### config.mk
export PLATFORM = sky130hd
export DESIGN_NAME = sac_ctrl
export DESIGN_NICKNAME = d
export VERILOG_FILES = /design/src/verilog/sac_pkg.sv /design/src/verilog/sac_ctrl.sv
export SDC_FILE = /design/constraint.sdc
export NUM_CORES = 1
export LEC_CHECK = 0
export BUFFER_PORTS_ARGS = -buffer_cell sky130_fd_sc_hd__buf_2
export CORE_UTILIZATION = 55
export CTS_BUF_LIST = sky130_fd_sc_hd__clkbuf_4 sky130_fd_sc_hd__clkbuf_8
export DETAILED_ROUTE_END_ITERATION = 10
export PLACE_DENSITY = 0.73
export SLEW_MARGIN = 0
export SYNTH_ARGS = -nofsm -noshare
export SYNTH_HDL_FRONTEND = slang
export SYNTH_SLANG_ARGS = --single-unit
### constraint.sdc
create_clock -name clk_sys -period 3.1 [get_ports clk_sys]
set_input_delay 0.465 -clock clk_sys [delete_from_list [all_inputs] [get_ports clk_sys]]
set_output_delay 0.465 -clock clk_sys [all_outputs]
set_load 0.02 [all_outputs]
### src/verilog/sac_pkg.sv
// Purpose: shared constants and types for the converter sequence controller
// Assumes: 50 MHz system clock
// Notes:   timing counts derive from named times
package sac_pkg;
    localparam int          SAC_RES_BITS        = 12;
    localparam int          SAC_SYS_FREQ_KHZ    = 50000;
    localparam int          SAC_OSC_FREQ_KHZ    = 4000;
    localparam int          SAC_CONV_TIME_NS    = 3700;
    // successive-approximation step period, one tick of the internal oscillator
    localparam int          SAC_OSC_DIV         = SAC_SYS_FREQ_KHZ / SAC_OSC_FREQ_KHZ;
    localparam int          SAC_CONV_MAX_CYC    = (SAC_CONV_TIME_NS * SAC_SYS_FREQ_KHZ) / 1000000;
    localparam logic [3:0]  SAC_BIT_TOP         = 4'hB;
    localparam logic [3:0]  SAC_BIT_ZERO        = 4'h0;
    localparam logic [11:0] SAC_MSB_MASK        = 12'h800;
    localparam logic [11:0] SAC_RESULT_RESET    = 12'h000;

    typedef enum logic [1:0] {
        SAC_SHUTDOWN = 2'b00,
        SAC_TRACK    = 2'b01,
        SAC_CONVERT  = 2'b10,
        SAC_READOUT  = 2'b11
    } sac_state_type;

    // analog front-end steering, one bundle
    typedef struct packed {
        logic powerUp;
        logic holdSample;
        logic channelTwo;
        logic compareStrobe;
    } sac_analog_type;

    // serial data pin as two signals
    typedef struct packed {
        logic dataOut;
        logic dataOutEn;
    } sac_dout_type;
endpackage

### src/verilog/sac_ctrl.sv
// Purpose: start-pin sequencing, successive approximation and serial readout
// Assumes: start pin and serial clock asynchronous; comparator result synchronous
// Notes:   no software registers; differential variant selected by parameter
`timescale 1ns/10ps

// Notes on behaviour
// - start rise powers up and tracks
// - start fall holds sample, starts conversion
// - data low during conversion, MSB after
// - MSB valid within 3.7 us
// - automatic shutdown keeps result for readout
// - shift on serial clock fall, MSB first
// - data pin released after last bit
// - single rise after full read: channel one/unipolar
// - early rise selects channel two/bipolar
// - differential: unipolar binary, bipolar two's complement
// - steps timed by internal oscillator only
// - any serial rate up to 8 MHz
// - twelve-bit result by successive approximation
// - single-ended results always straight binary
module sac_ctrl
    import sac_pkg::*;
#(
    parameter bit          DIFF_VARIANT = 1'b0,
    parameter int          RES_BITS     = SAC_RES_BITS
) (
    input  wire logic      clk_sys,
    input  wire logic      arst_n,
    input  wire logic      convertStartPin,
    input  wire logic      serialClockPin,
    input  wire logic      compareHigh,
    output sac_analog_type analogCtrl,
    output sac_dout_type   doutPin,
    output logic           bipolarMode
);
    logic [2:0]            startSync;
    logic [2:0]            sclkSync;
    logic                  startLevel;
    logic                  sclkLevel;
    sac_state_type         state;
    logic [3:0]            bitIndex;
    logic [3:0]            oscCount;
    logic [RES_BITS-1:0]   approx;
    logic [RES_BITS-1:0]   shiftReg;
    logic                  fullyRead;
    logic                  chanTwo;

    wire agreeStart = startSync[2] == startSync[1];
    wire agreeSclk  = sclkSync[2] == sclkSync[1];
    wire startRise  = agreeStart && startSync[1] && !startLevel;
    wire startFall  = agreeStart && !startSync[1] && startLevel;
    wire sclkFall   = agreeSclk && !sclkSync[1] && sclkLevel;
    wire oscTick    = oscCount == 4'(SAC_OSC_DIV - 1);
    wire [RES_BITS-1:0] trialBit = RES_BITS'(SAC_MSB_MASK) >> (SAC_BIT_TOP - bitIndex);
    wire [RES_BITS-1:0] keptCode = compareHigh ? approx : (approx & ~trialBit);
    wire [RES_BITS-1:0] nextTrial = (bitIndex == SAC_BIT_ZERO) ? keptCode
                                  : (keptCode | (trialBit >> 1));
    // bipolar codes leave as two's complement: flip the sign bit of offset binary
    wire flipSign = DIFF_VARIANT && chanTwo;
    wire [RES_BITS-1:0] finalCode = flipSign ? (nextTrial ^ RES_BITS'(SAC_MSB_MASK))
                                             : nextTrial;
    wire convDone   = state == SAC_CONVERT && oscTick && bitIndex == SAC_BIT_ZERO;
    wire lastShift  = sclkFall && state == SAC_READOUT && bitIndex == SAC_BIT_ZERO;

    always_ff @(posedge clk_sys or negedge arst_n) begin
        if (!arst_n) begin
            startSync  <= 3'h0;
            sclkSync   <= 3'h0;
            startLevel <= 1'b0;
            sclkLevel  <= 1'b0;
        end else begin
            startSync  <= {startSync[1:0], convertStartPin};
            sclkSync   <= {sclkSync[1:0], serialClockPin};
            if (agreeStart) begin
                startLevel <= startSync[1];
            end
            if (agreeSclk) begin
                sclkLevel <= sclkSync[1];
            end
        end
    end

    always_ff @(posedge clk_sys or negedge arst_n) begin
        if (!arst_n) begin
            state     <= SAC_SHUTDOWN;
            bitIndex  <= SAC_BIT_TOP;
            oscCount  <= 4'h0;
            approx    <= SAC_RESULT_RESET;
            shiftReg  <= SAC_RESULT_RESET;
            fullyRead <= 1'b1;
            chanTwo   <= 1'b0;
        end else begin
            oscCount <= oscTick ? 4'h0 : oscCount + 4'h1;
            if (startRise) begin
                state   <= SAC_TRACK;
                chanTwo <= !fullyRead || state == SAC_TRACK;
            end else if (startFall && state == SAC_TRACK) begin
                state    <= SAC_CONVERT;
                bitIndex <= SAC_BIT_TOP;
                approx   <= RES_BITS'(SAC_MSB_MASK);
                oscCount <= 4'h0;
                // a rise during conversion means the result was never read
                fullyRead <= 1'b0;
            end else if (state == SAC_CONVERT && oscTick) begin
                if (convDone) begin
                    state     <= SAC_READOUT;
                    shiftReg  <= finalCode;
                    bitIndex  <= SAC_BIT_TOP;
                    fullyRead <= 1'b0;
                end else begin
                    approx   <= nextTrial;
                    bitIndex <= bitIndex - 4'h1;
                end
            end else if (sclkFall && state == SAC_READOUT) begin
                shiftReg <= shiftReg << 1;
                if (lastShift) begin
                    state     <= SAC_SHUTDOWN;
                    fullyRead <= 1'b1;
                end else begin
                    bitIndex <= bitIndex - 4'h1;
                end
            end
        end
    end

    always_ff @(posedge clk_sys or negedge arst_n) begin
        if (!arst_n) begin
            analogCtrl  <= '0;
            doutPin     <= '0;
            bipolarMode <= 1'b0;
        end else begin
            analogCtrl.powerUp       <= state == SAC_TRACK || state == SAC_CONVERT;
            analogCtrl.holdSample    <= state == SAC_CONVERT;
            analogCtrl.channelTwo    <= chanTwo;
            analogCtrl.compareStrobe <= state == SAC_CONVERT && oscTick;
            bipolarMode              <= DIFF_VARIANT && chanTwo;
            // low from start rise through conversion, then result bits
            doutPin.dataOutEn <= state != SAC_SHUTDOWN;
            doutPin.dataOut   <= state == SAC_READOUT && shiftReg[RES_BITS-1];
        end
    end
endmodule

=== After elaboration in Yosys (flattened, before gate mapping) ===
Cells that the tools add are included.

* Bits in registers: 50
* Input bits: 5
* Output and inout bits: 7
* Word-level logic and storage cells: 95

* Add/subtract/negate cells: 3
* Equality and inequality tests: 11
* Shift-type cells: 1
* Muxes and demuxes: 27
* Bitwise gates (word level): 5
* Reductions and logical operators: 31

{| class="wikitable"
|+ Operators by type and width
! kind !! count
|-
| $mux 12 || 8
|-
| $mux 4 || 8
|-
| $and 12x12->12 || 1
|-
| $logic_and 1x1->1 || 12
|-
| $mux 2 || 6
|-
| $not 12->12 || 1
|-
| $or 12x11->12 || 1
|-
| $shr 12x4->12 const A || 1
|-
| $reduce_and 3->1 || 3
|-
| $reduce_and 4->1 || 2
|-
| $reduce_bool 4->1 || 2
|-
| $reduce_bool 2->1 || 3
|-
| $reduce_bool 3->1 || 2
|-
| $mux 1 || 5
|-
| $add 4x1->4 const B || 1
|-
| $eq 2x2->1 const B || 2
|-
| $eq 4x4->1 const B || 1
|-
| $logic_not 1->1 || 4
|-
| $logic_not 4->1 || 1
|-
| $ne 4x3->1 const B || 1
|-
| $sub 4x1->4 const B || 1
|-
| $sub 4x4->4 const A || 1
|-
| $ne 3x1->1 const B || 1
|-
| $ne 3x2->1 const B || 1
|-
| other kinds (6) || 9
|}

=== Depth between registers and ports, before layout ===
Gate-level depths: netlist (run 1).

* Depth after elaboration: 10
* Mapped depth: 10
* Gate-level depth less buffers: 7

=== Least setup slack after synthesis (run 1) ===
Ideal clock, no wire load.

* Path kind: reg2reg
* From: register bitIndex[2]
* To: register shiftReg[2]
* Setup time: 0.125 ns
* Data arrival time: 2.105 ns
* Required time: 2.975 ns
* Slack: 0.869 ns
* Cell stages (with the launch flop): 9
* Path buffers: 2
* Clock period less this slack: 2.231 ns
* Cell sequence: dfrtp_1 -> clkbuf_2 -> buf_2 -> inv_1 -> ha_1 -> or4b_1 -> a32oi_1 -> a21oi_1 -> mux2_4

* Word-level cells in the longest chain between the ends: 9
* Elaborated cells between the ends (all ways): 13
* Classes of those cells: add/sub: 1; eq/ne: 1; shift: 1; mux: 4; bitwise: 3; reduce/logical: 3

{| class="wikitable"
|+ RTL lines
! what !! line !! RTL
|-
| start: declaration || sac_ctrl.sv:41 || <nowiki>logic [3:0] bitIndex;</nowiki>
|-
| start signal: assignment || sac_ctrl.sv:112 || <nowiki>bitIndex <= bitIndex - 4'h1;</nowiki>
|-
| start signal: assignment || sac_ctrl.sv:120 || <nowiki>bitIndex <= bitIndex - 4'h1;</nowiki>
|-
| $sub 4x4->4 || sac_ctrl.sv:54 || <nowiki>wire [RES_BITS-1:0] trialBit = RES_BITS'(SAC_MSB_MASK) >> (SAC_BIT_TOP - bitIndex);</nowiki>
|-
| $shr 12x4->12 || sac_ctrl.sv:54 ||
|-
| $not 12->12 || sac_ctrl.sv:55 || <nowiki>wire [RES_BITS-1:0] keptCode = compareHigh ? approx : (approx & ~trialBit);</nowiki>
|-
| $and 12x12->12 || sac_ctrl.sv:55 ||
|-
| $mux 12 || sac_ctrl.sv:55 ||
|-
| $or 12x11->12 || sac_ctrl.sv:57 || <nowiki>: (keptCode | (trialBit >> 1));</nowiki>
|-
| $mux 12 || sac_ctrl.sv:56 || <nowiki>wire [RES_BITS-1:0] nextTrial = (bitIndex == SAC_BIT_ZERO) ? keptCode</nowiki>
|-
| $mux 12 || sac_ctrl.sv:105 || <nowiki>if (convDone) begin</nowiki>
|-
| $mux 12 || sac_ctrl.sv:104 || <nowiki>end else if (state == SAC_CONVERT && oscTick) begin</nowiki>
|-
| end signal: assignment || sac_ctrl.sv:107 || <nowiki>shiftReg <= finalCode;</nowiki>
|-
| end signal: assignment || sac_ctrl.sv:115 || <nowiki>shiftReg <= shiftReg << 1;</nowiki>
|-
| end: declaration || sac_ctrl.sv:44 || <nowiki>logic [RES_BITS-1:0] shiftReg;</nowiki>
|}

Several ways; a longest one is shown, not always the timed one. The select of a mux whose other input is x is not followed.
A chain may end at the register's enable or synchronous reset.

=== Worst setup path in the final report (run 1) ===
Same ends and word-level chain as after synthesis.

==> results by group, run 1 <==
Clock network
  – Cts-stage hold buffer count: 0
  – CTS tree: yes
  – Clock transition at path regs: 90 ps
  – Clock Latency Late Sink: 300 ps
  – Setup Buffers After CTS: 0
  – CTS Buf Count: 5
  – Root buf cell: clkbuf_8
  – Post-CTS resize count: 0
  – Clock Sinks: 50
  – CTS max path bufs: 2
  – H-tree Lvls: 2

Cells and area
  – Area Overhead vs Synth: 6.560%
  – Share of cells above drive strength 1: 0.1829
  – Diodes inserted: 0
  – Final core utilization: 0.6219
  – NumNets Final: 264

Detailed routing
  – Drt drc: 2
  – Vias: 1,799
  – First-pass DRT Iterations: 9
  – Post-route ant nets: 0
  – Final WL: 4885 um
  – DR WL/cell: 16.39 um
  – Via density: 6.037
  – Drt initial violations: 122

Global routing
  – GRT Resource Usage Total: 0.2254
  – GRT overflow: 0
  – Number of global-route vias before repair: 1,782
  – First-pass GRT wire length: 8790 um
  – Initial antenna violation count: 0
  – Largest net degree at the start of global routing: 51

Floorplanning
  – Initial Utilization: 0.5836
  – Number of I/O pins: 12
  – Die area: 0.004994 mm^2
  – Die span in x: 70.67 um
  – FP Rows: 24
  – Core area: 0.004444 mm^2
  – Die extent in y: 70.67 um

STA
  – Worst-margin pin slew: 1102 ps
  – Worst Skew: 8.033 ps
  – Minimum clock period after layout: 2536 ps
  – Setup TNS Final: 0 ps
  – Final worst setup slack: 564.1 ps
  – Final worst-path cycle share: 0.8180
  – Final Hold Violating Endpoints: 0
  – RSZ-0062 raised after global routing: false
  – Final setup viols: 0
  – Slew Viols, Final: 0
  – Relative slew slack: 0.2650
  – Peak Freq: 0.3943 GHz

Pwr
  – Maximum VDD drop: 359.5 uV
  – Leakage: 1.230 nW
  – Total Power: 2.090 mW
  – P per Cell Area: 756.0 mW/mm^2

Placed design
  – Port bufs: 10
  – Post-DP HPWL: 3234 um
  – Pre-CTS WS: 607.4 ps
  – GPL Wtd Cong: 0.7767

Logic synthesis
  – Area share of the largest cell type after synthesis: 0.4438
  – Synth warn: 0
  – Syn Area/Cell: 10.85 um^2
  – Post-Synthesis Cells: 239
  – Async SR Flop Fraction: 1.000
  – Post-synth top cells: dfrtp_1 (46), nor2_1 (20), o21ai_0 (19)
  – Yosys top cell by area: dfrtp_1
  – Register bit total from synthesis: 50
  – Synth area leaders: dfrtp_1 (44%), ha_1 (6.8%), mux2_4 (5.2%)
  – Ys flop type: dfrtp_1
  – Most numerous cell in the Yosys netlist: dfrtp_1
  – Seq/Total Area, Yosys: 0.4843
  – Syn Nets: 258
  – Synth cell types: 50
  – Synth Cell Area: 0.002594 mm^2
  – EDFF count, synth: 0

Critical path
  – CP cell instances: inv_1, ha_1, or4b_1, a32oi_1, a21oi_1, mux2_4
  – Buf/Inv on CP: 1
  – Slowest-stage cell, CP: dfrtp_1
  – Critical-path maximum fanout: 20
  – Crit start category: flop
  – CP Class: reg2reg
  – Slowest stage delay, CP: 670 ps
  – Worst Path Arrival: 2720 ps
  – Data required time at the worst endpoint: 3290 ps
  – CP delay by family, top: flip-flops
  – CP endpoint kind: flop

Worst hold path
  – Worst Hold Class: in2reg

Run status
  – Status: complete, but fails checks
  – Failing checks: design-rule violations

Job
  – Max cap viols: 0
-- routing by layer --
layer	GRT usage	vias to the layer above	share of wire
li1	-	876	-
met1	0.3187	888	0.49
met2	0.3603	30	0.46
met3	0.03846	5	0.035
met4	0.06667	0	0.010
met5	0	-	0
-- flip-flops by register name, indices dropped and copies added (netlist names), 2 cells and up --
name,flops
analogCtrl,4
approx,12
bitIndex,4
doutPin,2
oscCount,4
sclkSync,3
shiftReg,12
startSync,3
state,2
-- cell families (layout without fill, tap and decap cells) --
kind of cell | count (synthesis) | count (layout) | share of synthesized area
compound gates | 65 | 65 | 0.1703
simple gates | 61 | 61 | 0.1360
flops | 50 | 50 | 0.4843
buf+inv | 31 | 38 | 0.05547
mux | 16 | 16 | 0.08152
fa+ha+maj | 14 | 14 | 0.06754
other cells | 1 | 1 | 0.001446
xor+xnor | 1 | 1 | 0.003377
-- layout by cell type (no fill, tap or decap), types with 2 or more instances in the layout --
master     Yosys  routed
nand2_1       12      12
buf_2          3      10
nand2b_1       3       3
o41ai_1       11      11
and3_1         2       2
nand4b_1       3       3
a32oi_1        9       9
nor2_1        20      20
nand4bb_1      2       2
mux2_2         5       5
mux2_4         9       9
nor3b_1        2       2
o21ai_0       19      19
mux2i_1        2       2
buf_4          4       5
a21oi_1       13      13
nor2b_1        2       2
dfrtp_1       46      46
dfstp_2        4       4
and2_1         4       4
clkbuf_8       0       7
or4b_1         3       3
nand3_1        2       2
ha_1          14      14
inv_1         14      14
-- where the power goes --
part	internal [mW]	switching [mW]
logic	0.298	0.389
clock network	0.205	0.210
registers	0.855	0.134
total	1.36	0.732
-- worst reg2reg max path: cells and delay by family, from the launching register on --
kind                       cells  cell delay [ps]
buffers and inverters          1              120
and+or+nand+nor                1              580
DFF                            1              670
AOI/OAI and AO/OA              2              310
adders and majority gates      1              480
muxes                          1              270
-- area by class of cell --
| cell class | instances | area, um^2 |
|---|---|---|
| multi-input cells | 158 | 1194 |
| inverters | 15 | 56.30 |
| well taps | 52 | 65.06 |
| flip-flops and latches | 50 | 1256 |
| clock inverters | 1 | 8.758 |
| clock buffers | 7 | 96.34 |
| repair buffers | 15 | 87.58 |
| fillers | 371 | 1680 |
-- metrics by stage --
stage	instances	area [um^2]	hold slack [ps]
after floorplan	239	2594	169.4
after global placement	290	2659	335.1
after detailed placement	290	2659	334.7
after CTS	298	2764	255.9
after global routing	298	2764	250.9
final	298	2764	265.8
-- final timing paths --
path / start / endpoint / slack (ps) / depth (start not counted)
min in group asynchronous: arst_n / approx[7]$_DFFE_PN0P_ / 380 / 1
setup / recovery: bitIndex[2]$_DFFE_PN0P_ / shiftReg[2]$_DFFE_PN0P_ / 560 / 6
hold / removal: convertStartPin / startSync[0]$_DFF_PN0_ / 270 / 1
hold reg to reg: sclkSync[0]$_DFF_PN0_ / sclkSync[1]$_DFF_PN0_ / 350 / 0
max in group asynchronous: arst_n / oscCount[2]$_DFF_PN0_ / 2060 / 1
setup reg to reg: bitIndex[2]$_DFFE_PN0P_ / shiftReg[2]$_DFFE_PN0P_ / 560 / 6
Note: power is estimated with default switching activity, not from simulation.
==> run 2: changes to the inputs <==
--- a/config.mk
+++ b/config.mk
@@ -5,11 +5,12 @@
 export SDC_FILE = /design/constraint.sdc
 export NUM_CORES = 1
 export LEC_CHECK = 0
+export ABC_AREA = 1
 export BUFFER_PORTS_ARGS = -buffer_cell sky130_fd_sc_hd__buf_2
 export CORE_UTILIZATION = 55
 export CTS_BUF_LIST = sky130_fd_sc_hd__clkbuf_4 sky130_fd_sc_hd__clkbuf_8
 export DETAILED_ROUTE_END_ITERATION = 10
-export PLACE_DENSITY = 0.73
+export PLACE_DENSITY = 0.75
 export SLEW_MARGIN = 0
 export SYNTH_ARGS = -nofsm -noshare
 export SYNTH_HDL_FRONTEND = slang
==> constraint.sdc (replaced) <==
create_clock -name clk_sys -period 2.25 [get_ports clk_sys]
set_input_delay 0.3375 -clock clk_sys [delete_from_list [all_inputs] [get_ports clk_sys]]
set_output_delay 0.3375 -clock clk_sys [all_outputs]
set_load 0.02 [all_outputs]
==> run 2 against run 1 <==
The run now ends clean. Critical path type unchanged. Design area increased by 0.36%. Sequential share of layout area down 0.16 points. Register-to-register slack lost 280 ps.
==> results by group, run 2 <==
Run status
  – Status: finished, final reports clean

Logic synthesis
  – Synth cell types: 27 (-46%)
  – Synth area leaders: dfrtp_1 (44%), nand2_1 (19%), ha_1 (6.7%)
  – Register bit total from synthesis: 50 (unchanged)
  – Synth Cell Area: 0.002615 mm^2 (+0.82%)
  – Post-Synthesis Cells: 323 (+35%)
  – Yosys top cell by area: dfrtp_1
  – EDFF count, synth: 0 (unchanged)
  – Seq/Total Area, Yosys: 0.4804 (-0.003939)
  – Syn Area/Cell: 8.096 um^2 (-25%)
  – Async SR Flop Fraction: 1.000 (unchanged)
  – Area share of the largest cell type after synthesis: 0.4402 (-0.003610)
  – Post-synth top cells: nand2_1 (135), dfrtp_1 (46), inv_1 (25)
  – Ys flop type: dfrtp_1
  – Syn Nets: 342 (+33%)
  – Most numerous cell in the Yosys netlist: nand2_1
  – Synth warn: 0 (unchanged)

STA
  – Final setup viols: 0 (unchanged)
  – Worst-margin pin slew: 734.1 ps (-368.3 ps)
  – Minimum clock period after layout: 1967 ps (-568.7 ps)
  – Slew Viols, Final: 0 (unchanged)
  – Setup TNS Final: 0 ps (unchanged)
  – RSZ-0062 raised after global routing: false
  – Final Hold Violating Endpoints: 0 (unchanged)
  – Worst Skew: 7.544 ps (-0.4890 ps)
  – Final worst-path cycle share: 0.8743 (+0.05626)
  – Relative slew slack: 0.5106 (+0.2456)
  – Peak Freq: 0.5084 GHz (+29%)

Clock network
  – CTS tree: yes
  – H-tree Lvls: 2 (unchanged)
  – Clock Sinks: 50 (unchanged)
  – Clock transition at path regs: 90 ps (about the same)
  – CTS Buf Count: 5 (unchanged)
  – Post-CTS resize count: 0 (unchanged)
  – Clock Latency Late Sink: 300 ps (about the same)
  – Root buf cell: clkbuf_8
  – Setup Buffers After CTS: 0 (unchanged)
  – Cts-stage hold buffer count: 0 (unchanged)
  – CTS max path bufs: 2 (unchanged)

Cells and area
  – Commonest non-fill, non-tap cell in the layout: nand2_1
  – Area Overhead vs Synth: 6.077%
  – Final Cell Area: 0.002774 mm^2 (+0.36%)
  – Largest regs: approx x12, shiftReg x12
  – Share of cells above drive strength 1: 0.1291 (-0.05380)
  – Diodes inserted: 0 (unchanged)
  – Most frequent cells in the layout: nand2_1 (135), dfrtp_1 (46), inv_1 (25)
  – NumNets Final: 352 (+33%)

Pwr
  – P per Cell Area: 1095 mW/mm^2 (+45%)
  – Maximum VDD drop: 736.0 uV (+100%)
  – Leakage: 1.449 nW (+18%)
  – Total Power: 3.039 mW (+45%)

Detailed routing
  – Met3 Routed Length: 166 um (-2.9%)
  – Drt initial violations: 153 (+25%)
  – Via density: 5.179 (-14%)
  – Met1 WL: 2487 um (+3.5%)
  – Vias: 1,994 (+11%)
  – DR WL/cell: 12.64 um (-23%)
  – First-pass DRT Iterations: 4 (-5)
  – WL met2: 2165 um (-4.3%)
  – Final WL: 4865 um (-0.41%)
  – Highest routed layer: met4
  – Post-route ant nets: 0 (unchanged)
  – Drt drc: 0 (-2)

Critical path
  – R2R Setup Slk: 280 ps (-280 ps)
  – Worst Setup EP: shiftReg[11]$_DFFE_PN0P_
  – Slowest-stage cell, CP: dfstp_2
  – Crit start category: flop
  – Reg2reg start: bitIndex[3]$_DFFE_PN1P_
  – CP cell instances: inv_1, ha_1, inv_1, nor2_1, nand2_1, nand3_1, nand2_1, nand2_1, nand2_1
  – Cell mode on critical path: nand2_1
  – Worst Path Arrival: 2160 ps (-560 ps)
  – Critical-path maximum fanout: 16 (-20%)
  – Slowest stage delay, CP: 560 ps (-110 ps)
  – Worst setup path startpoint: bitIndex[3]$_DFFE_PN1P_
  – CP Class: reg2reg
  – FF-to-FF End: shiftReg[11]$_DFFE_PN0P_
  – CP endpoint kind: flop
  – Data required time at the worst endpoint: 2440 ps (-850 ps)
  – Worst-case reg-to-reg path depth: 9 (+3)

Placed design
  – Post-DP HPWL: 3526 um (+9.0%)
  – Port bufs: 10 (unchanged)
  – DP Area: 0.002691 mm^2 (+1.2%)
  – GPL Wtd Cong: 0.8511 (+9.6%)

Floorplanning
  – Die extent in y: 70.96 um (+0.40%)
  – FP Rows: 24 (unchanged)
  – Initial Utilization: 0.5845 (+0.0008369)
  – Die span in x: 70.96 um (+0.40%)
  – Number of I/O pins: 12 (unchanged)
  – Die area: 0.005035 mm^2 (+0.81%)
  – Core area: 0.004474 mm^2 (+0.68%)

Job
  – Max cap viols: 0 (unchanged)

Global routing
  – Largest net degree at the start of global routing: 35 (-31%)
  – Initial antenna violation count: 0 (unchanged)
  – GRT Resource Usage Total: 0.2154 (-0.009980)
  – First-pass GRT wire length: 8521 um (-3.1%)
  – Number of global-route vias before repair: 1,932 (+8.4%)
  – GRT overflow: 0 (unchanged)

Worst hold path
  – Worst Hold Class: in2async
## run 2: cell count changes after synthesis, moves of 9 or more
cell | previous run | this run
a21oi_1 | 13 | 1
inv_1 | 14 | 25
a32oi_1 | 9 | 0
mux2_4 | 9 | 0
nand2_1 | 12 | 135
o41ai_1 | 11 | 0
nor2_1 | 20 | 10
nand3_1 | 2 | 24
nand4_1 | 0 | 10
## run 2: logic make-up after synthesis
| family | count (synthesis) | synth area share |
|---|---|---|
| adder cells (fa/ha/maj) | 14 | 0.06699 |
| AO/OA/AOI/OAI | 21 | 0.04163 |
| flip-flops | 50 | 0.4804 |
| XOR/XNOR | 4 | 0.01340 |
| other | 1 | 0.001434 |
| buffers and inverters | 40 | 0.07081 |
| AND/OR/NAND/NOR | 193 | 0.3254 |
## run 2: per-stage QoR
| stage | std cells | hold slack [ps] | worst slack, ps | util |
|---|---|---|---|---|
| after global placement | 378 | 333.0 | 341.4 | 0.6015 |
| after detailed placement | 378 | 337.3 | 269.8 | 0.6015 |
| after global routing | 385 | 120.6 | 86.62 | 0.6200 |
| final | 385 | 93.81 | 282.9 | 0.6200 |
| after floorplan | 323 | 41.91 | 567.3 | - |
| after CTS | 385 | 106.9 | 305.0 | 0.6200 |
## run 2: worst min path at each step
stage	slack, ps	cells past startpoint	start	to
final	90	1	arst_n	shiftReg[10]$_DFFE_PN0P_
after detailed placement	340	0	startSync[0]$_DFF_PN0_	startSync[1]$_DFF_PN0_
after global placement	330	0	startSync[0]$_DFF_PN0_	startSync[1]$_DFF_PN0_
after CTS	110	1	arst_n	startLevel$_DFFE_PN0N_
after floorplan	40	0	arst_n	analogCtrl[0]$_DFF_PN0_
after global routing	120	1	serialClockPin	sclkSync[0]$_DFF_PN0_
## run 2: final cells by class
class	instances	area [um^2]
flip-flops and latches	50	1256
inverters	27	101.3
clock buffers	5	68.82
clock inverters	2	13.76
repair buffers	16	95.09
multi-input cells	233	1174
fillers	389	1700
well taps	52	65.06
## run 2: where the power goes
part | internal (mW) | switching (mW) | total, mW
clock network | 0.215 | 0.295 | 0.510
logic | 0.415 | 0.757 | 1.17
registers | 1.18 | 0.177 | 1.36
## run 2: critical path: cells and delay by family, from the launching register on
family | cells | cell delay (ps)
adders and majority gates | 1 | 560
buffers and inverters | 2 | 220
DFF | 1 | 560
and+or+nand+nor | 6 | 510
## run 2: routing by layer
layer,up-vias,track usage
met5,-,0
met1,930,0.2955
li1,1032,-
met3,5,0.05556
met2,27,0.3440
met4,0,0.05778
==> run 3: changes to the inputs <==
--- a/config.mk
+++ b/config.mk
@@ -6,11 +6,11 @@
 export NUM_CORES = 1
 export LEC_CHECK = 0
 export ABC_AREA = 1
-export BUFFER_PORTS_ARGS = -buffer_cell sky130_fd_sc_hd__buf_2
 export CORE_UTILIZATION = 55
 export CTS_BUF_LIST = sky130_fd_sc_hd__clkbuf_4 sky130_fd_sc_hd__clkbuf_8
 export DETAILED_ROUTE_END_ITERATION = 10
-export PLACE_DENSITY = 0.75
+export DONT_BUFFER_PORTS = 1
+export PLACE_DENSITY = 0.73
 export SLEW_MARGIN = 0
 export SYNTH_ARGS = -nofsm -noshare
 export SYNTH_HDL_FRONTEND = slang
==> run 3 against run 2 <==
Worst setup slack worse by 4.5 ps. Critical path type unchanged. Die area unchanged. Final cell count down 2.1%. Critical path depth decreased by 1. Maximum frequency decreased by 0.23%.
==> results by group, run 3 (same netlist as run 2, synthesis figures left out) <==
Clock network
  – Setup Buffers After CTS: 0 (unchanged)
  – Root buf cell: clkbuf_8
  – CTS max path bufs: 2 (unchanged)
  – H-tree Lvls: 2 (unchanged)
  – CTS Buf Count: 5 (unchanged)
  – CTS tree: yes
  – Clock transition at path regs: 90 ps (about the same)
  – Clock Latency Late Sink: 310 ps (about the same)
  – Clock Sinks: 50 (unchanged)

Pwr
  – Internal Power: 2.075 mW (+15%)
  – Combinational Power Share: 0.348 (-0.038)
  – Flop pwr share: 0.418 (-0.029)
  – P per Cell Area: 1171 mW/mm^2 (+6.9%)
  – Sw Ratio: 0.3701 (-0.03422)
  – Power share of the clock group: 0.233 (+0.065)
  – Leakage: 1.446 nW (-0.20%)
  – NetSw: 1.219 mW (-0.78%)
  – Maximum VDD drop: 842.4 uV (+14%)

Floorplanning
  – Die extent in y: 70.96 um (unchanged)
  – Initial Utilization: 0.5845 (unchanged)
  – Core area: 0.004474 mm^2 (unchanged)
  – Die area: 0.005035 mm^2 (unchanged)
  – Die span in x: 70.96 um (unchanged)
  – Number of I/O pins: 12 (unchanged)
  – FP Rows: 24 (unchanged)

STA
  – Final setup viols: 0 (unchanged)
  – Final Hold Violating Endpoints: 0 (unchanged)
  – Slew Viols, Final: 0 (unchanged)
  – RSZ-0062 raised after global routing: false
  – Hold slack final: 51.53 ps (-42.28 ps)
  – Minimum clock period after layout: 1972 ps (+4.452 ps)
  – Setup TNS Final: 0 ps (unchanged)
  – Final worst-path cycle share: 0.8763 (+0.001979)
  – Peak Freq: 0.5072 GHz (-0.23%)
  – Worst Skew: 7.219 ps (-0.3242 ps)

Cells and area
  – Area Overhead vs Synth: 7.608%
  – FILL cells: 370 (-4.9%)
  – NumNets Final: 343 (-2.6%)
  – Share of cells above drive strength 1: 0.1046 (-0.02451)
  – Largest regs: approx x12, shiftReg x12
  – Multi-input logic area: 0.001174 mm^2 (unchanged)
  – Register cell area after layout: 0.001256 mm^2 (unchanged)
  – Most frequent cells in the layout: nand2_1 (135), dfrtp_1 (46), inv_1 (25)
  – Commonest non-fill, non-tap cell in the layout: nand2_1
  – Diodes inserted: 0 (unchanged)
  – Final core utilization: 0.6289 (+0.008949)

Global routing
  – GRT Resource Usage Total: 0.2168 (+0.001452)
  – Initial antenna violation count: 0 (unchanged)
  – Largest net degree at the start of global routing: 51 (+46%)
  – Number of global-route vias before repair: 1,786 (-7.6%)
  – GRT overflow: 0 (unchanged)
  – First-pass GRT wire length: 8404 um (-1.4%)

Worst hold path
  – Min-Delay Endpoint: startSync[0]$_DFF_PN0_
  – WHS Path Cells: 0
  – Worst Hold Class: in2reg
  – Hold_sp: convertStartPin

Critical path
  – Worst-case reg-to-reg path depth: 8 (-1)
  – Worst setup path startpoint: bitIndex[0]$_DFFE_PN1P_
  – CP Class: reg2reg
  – Crit start category: flop
  – R2R Setup Slk: 280 ps (about the same)
  – Worst Path Arrival: 2150 ps (about the same)
  – Data required time at the worst endpoint: 2430 ps (about the same)
  – FF-to-FF End: approx[11]$_DFFE_PN0P_
  – Reg2reg start: bitIndex[0]$_DFFE_PN1P_
  – CP endpoint kind: flop
  – Critical-path maximum fanout: 24 (+8)

Detailed routing
  – Drt drc: 0 (unchanged)
  – First-pass DRT Iterations: 4 (unchanged)
  – Via density: 5.159 (-0.39%)
  – Drt initial violations: 175 (+14%)
  – Final WL: 4711 um (-3.2%)
  – Post-route ant nets: 0 (unchanged)
  – DR WL/cell: 12.50 um (-1.1%)
  – Vias: 1,945 (-2.5%)

Run status
  – Status: finished, final reports clean

Placed design
  – Post-DP HPWL: 3323 um (-5.8%)
  – GPL Wtd Cong: 0.8570 (+0.69%)
  – Port bufs: 0 (-10)

Job
  – Max cap viols: 0 (unchanged)
-- run 3: power groups by stage --
stage	clock, mW	sequential, mW	combinational [mW]
floorplan	0	1.35	0.898
global placement	0	1.39	1.09
detailed placement	0	1.40	1.11
CTS	0.789	1.38	1.14
global route	0.817	1.42	1.34
finish	0.769	1.38	1.15
-- run 3: final cells by class --
type                       count  share of cell area
sequential                    50              0.4464
multi-input combinational    233              0.4171
inverter                      27             0.03602
clock buffer                   6             0.02935
timing repair buffer           7             0.02668
tap                           52             0.02312
clock inverter                 2             0.02134
-- run 3: worst max-delay path, stage by stage (launching register included) --
cell and delay, ps:
dfstp_2 580, inv_1 90, ha_1 280, nand2_1 110, inv_1 70, nand2_1 80, nand3_2 350, nand2_1 170
o21ai_0 90
-- run 3: worst max-delay path by stage --
stage                              end  slack (ps)  cells past startpoint
5_1_grt         approx[11]$_DFFE_PN0P_          30                      8
3_5_place_dp    approx[11]$_DFFE_PN0P_         290                      8
6_report        approx[11]$_DFFE_PN0P_         280                      8
2_1_floorplan  shiftReg[8]$_DFFE_PN0P_         570                      9
4_1_cts         approx[11]$_DFFE_PN0P_         280                      8
3_3_place_gp    approx[11]$_DFFE_PN0P_         390                      8
-- run 3: repair_timing --
action | in CTS | in global routing
resized for setup | 0 | 0
hold buffers | 2 | 0
endpoints found under the setup margin | 0 | 0
endpoints found under the hold margin | 50 | 0
-- run 3: metal layers --
layer / GRT usage / vias to the layer above / wire [um]
met5: 0 / - / 0
met4: 0.07556 / 0 / 61
met3: 0.03846 / 6 / 147
met2: 0.3066 / 30 / 2047
met1: 0.3365 / 891 / 2454
li1: - / 1018 / -
-- run 3: stage by stage --
step	power [mW]	setup slack (ps)	area, um^2	std cells
2_1_floorplan	2.253	567.3	2615	323
3_3_place_gp	2.471	389.7	2634	367
3_5_place_dp	2.506	289.0	2634	367
4_1_cts	3.310	279.7	2814	377
5_1_grt	3.570	29.37	2814	377
6_report	3.294	278.4	2814	377
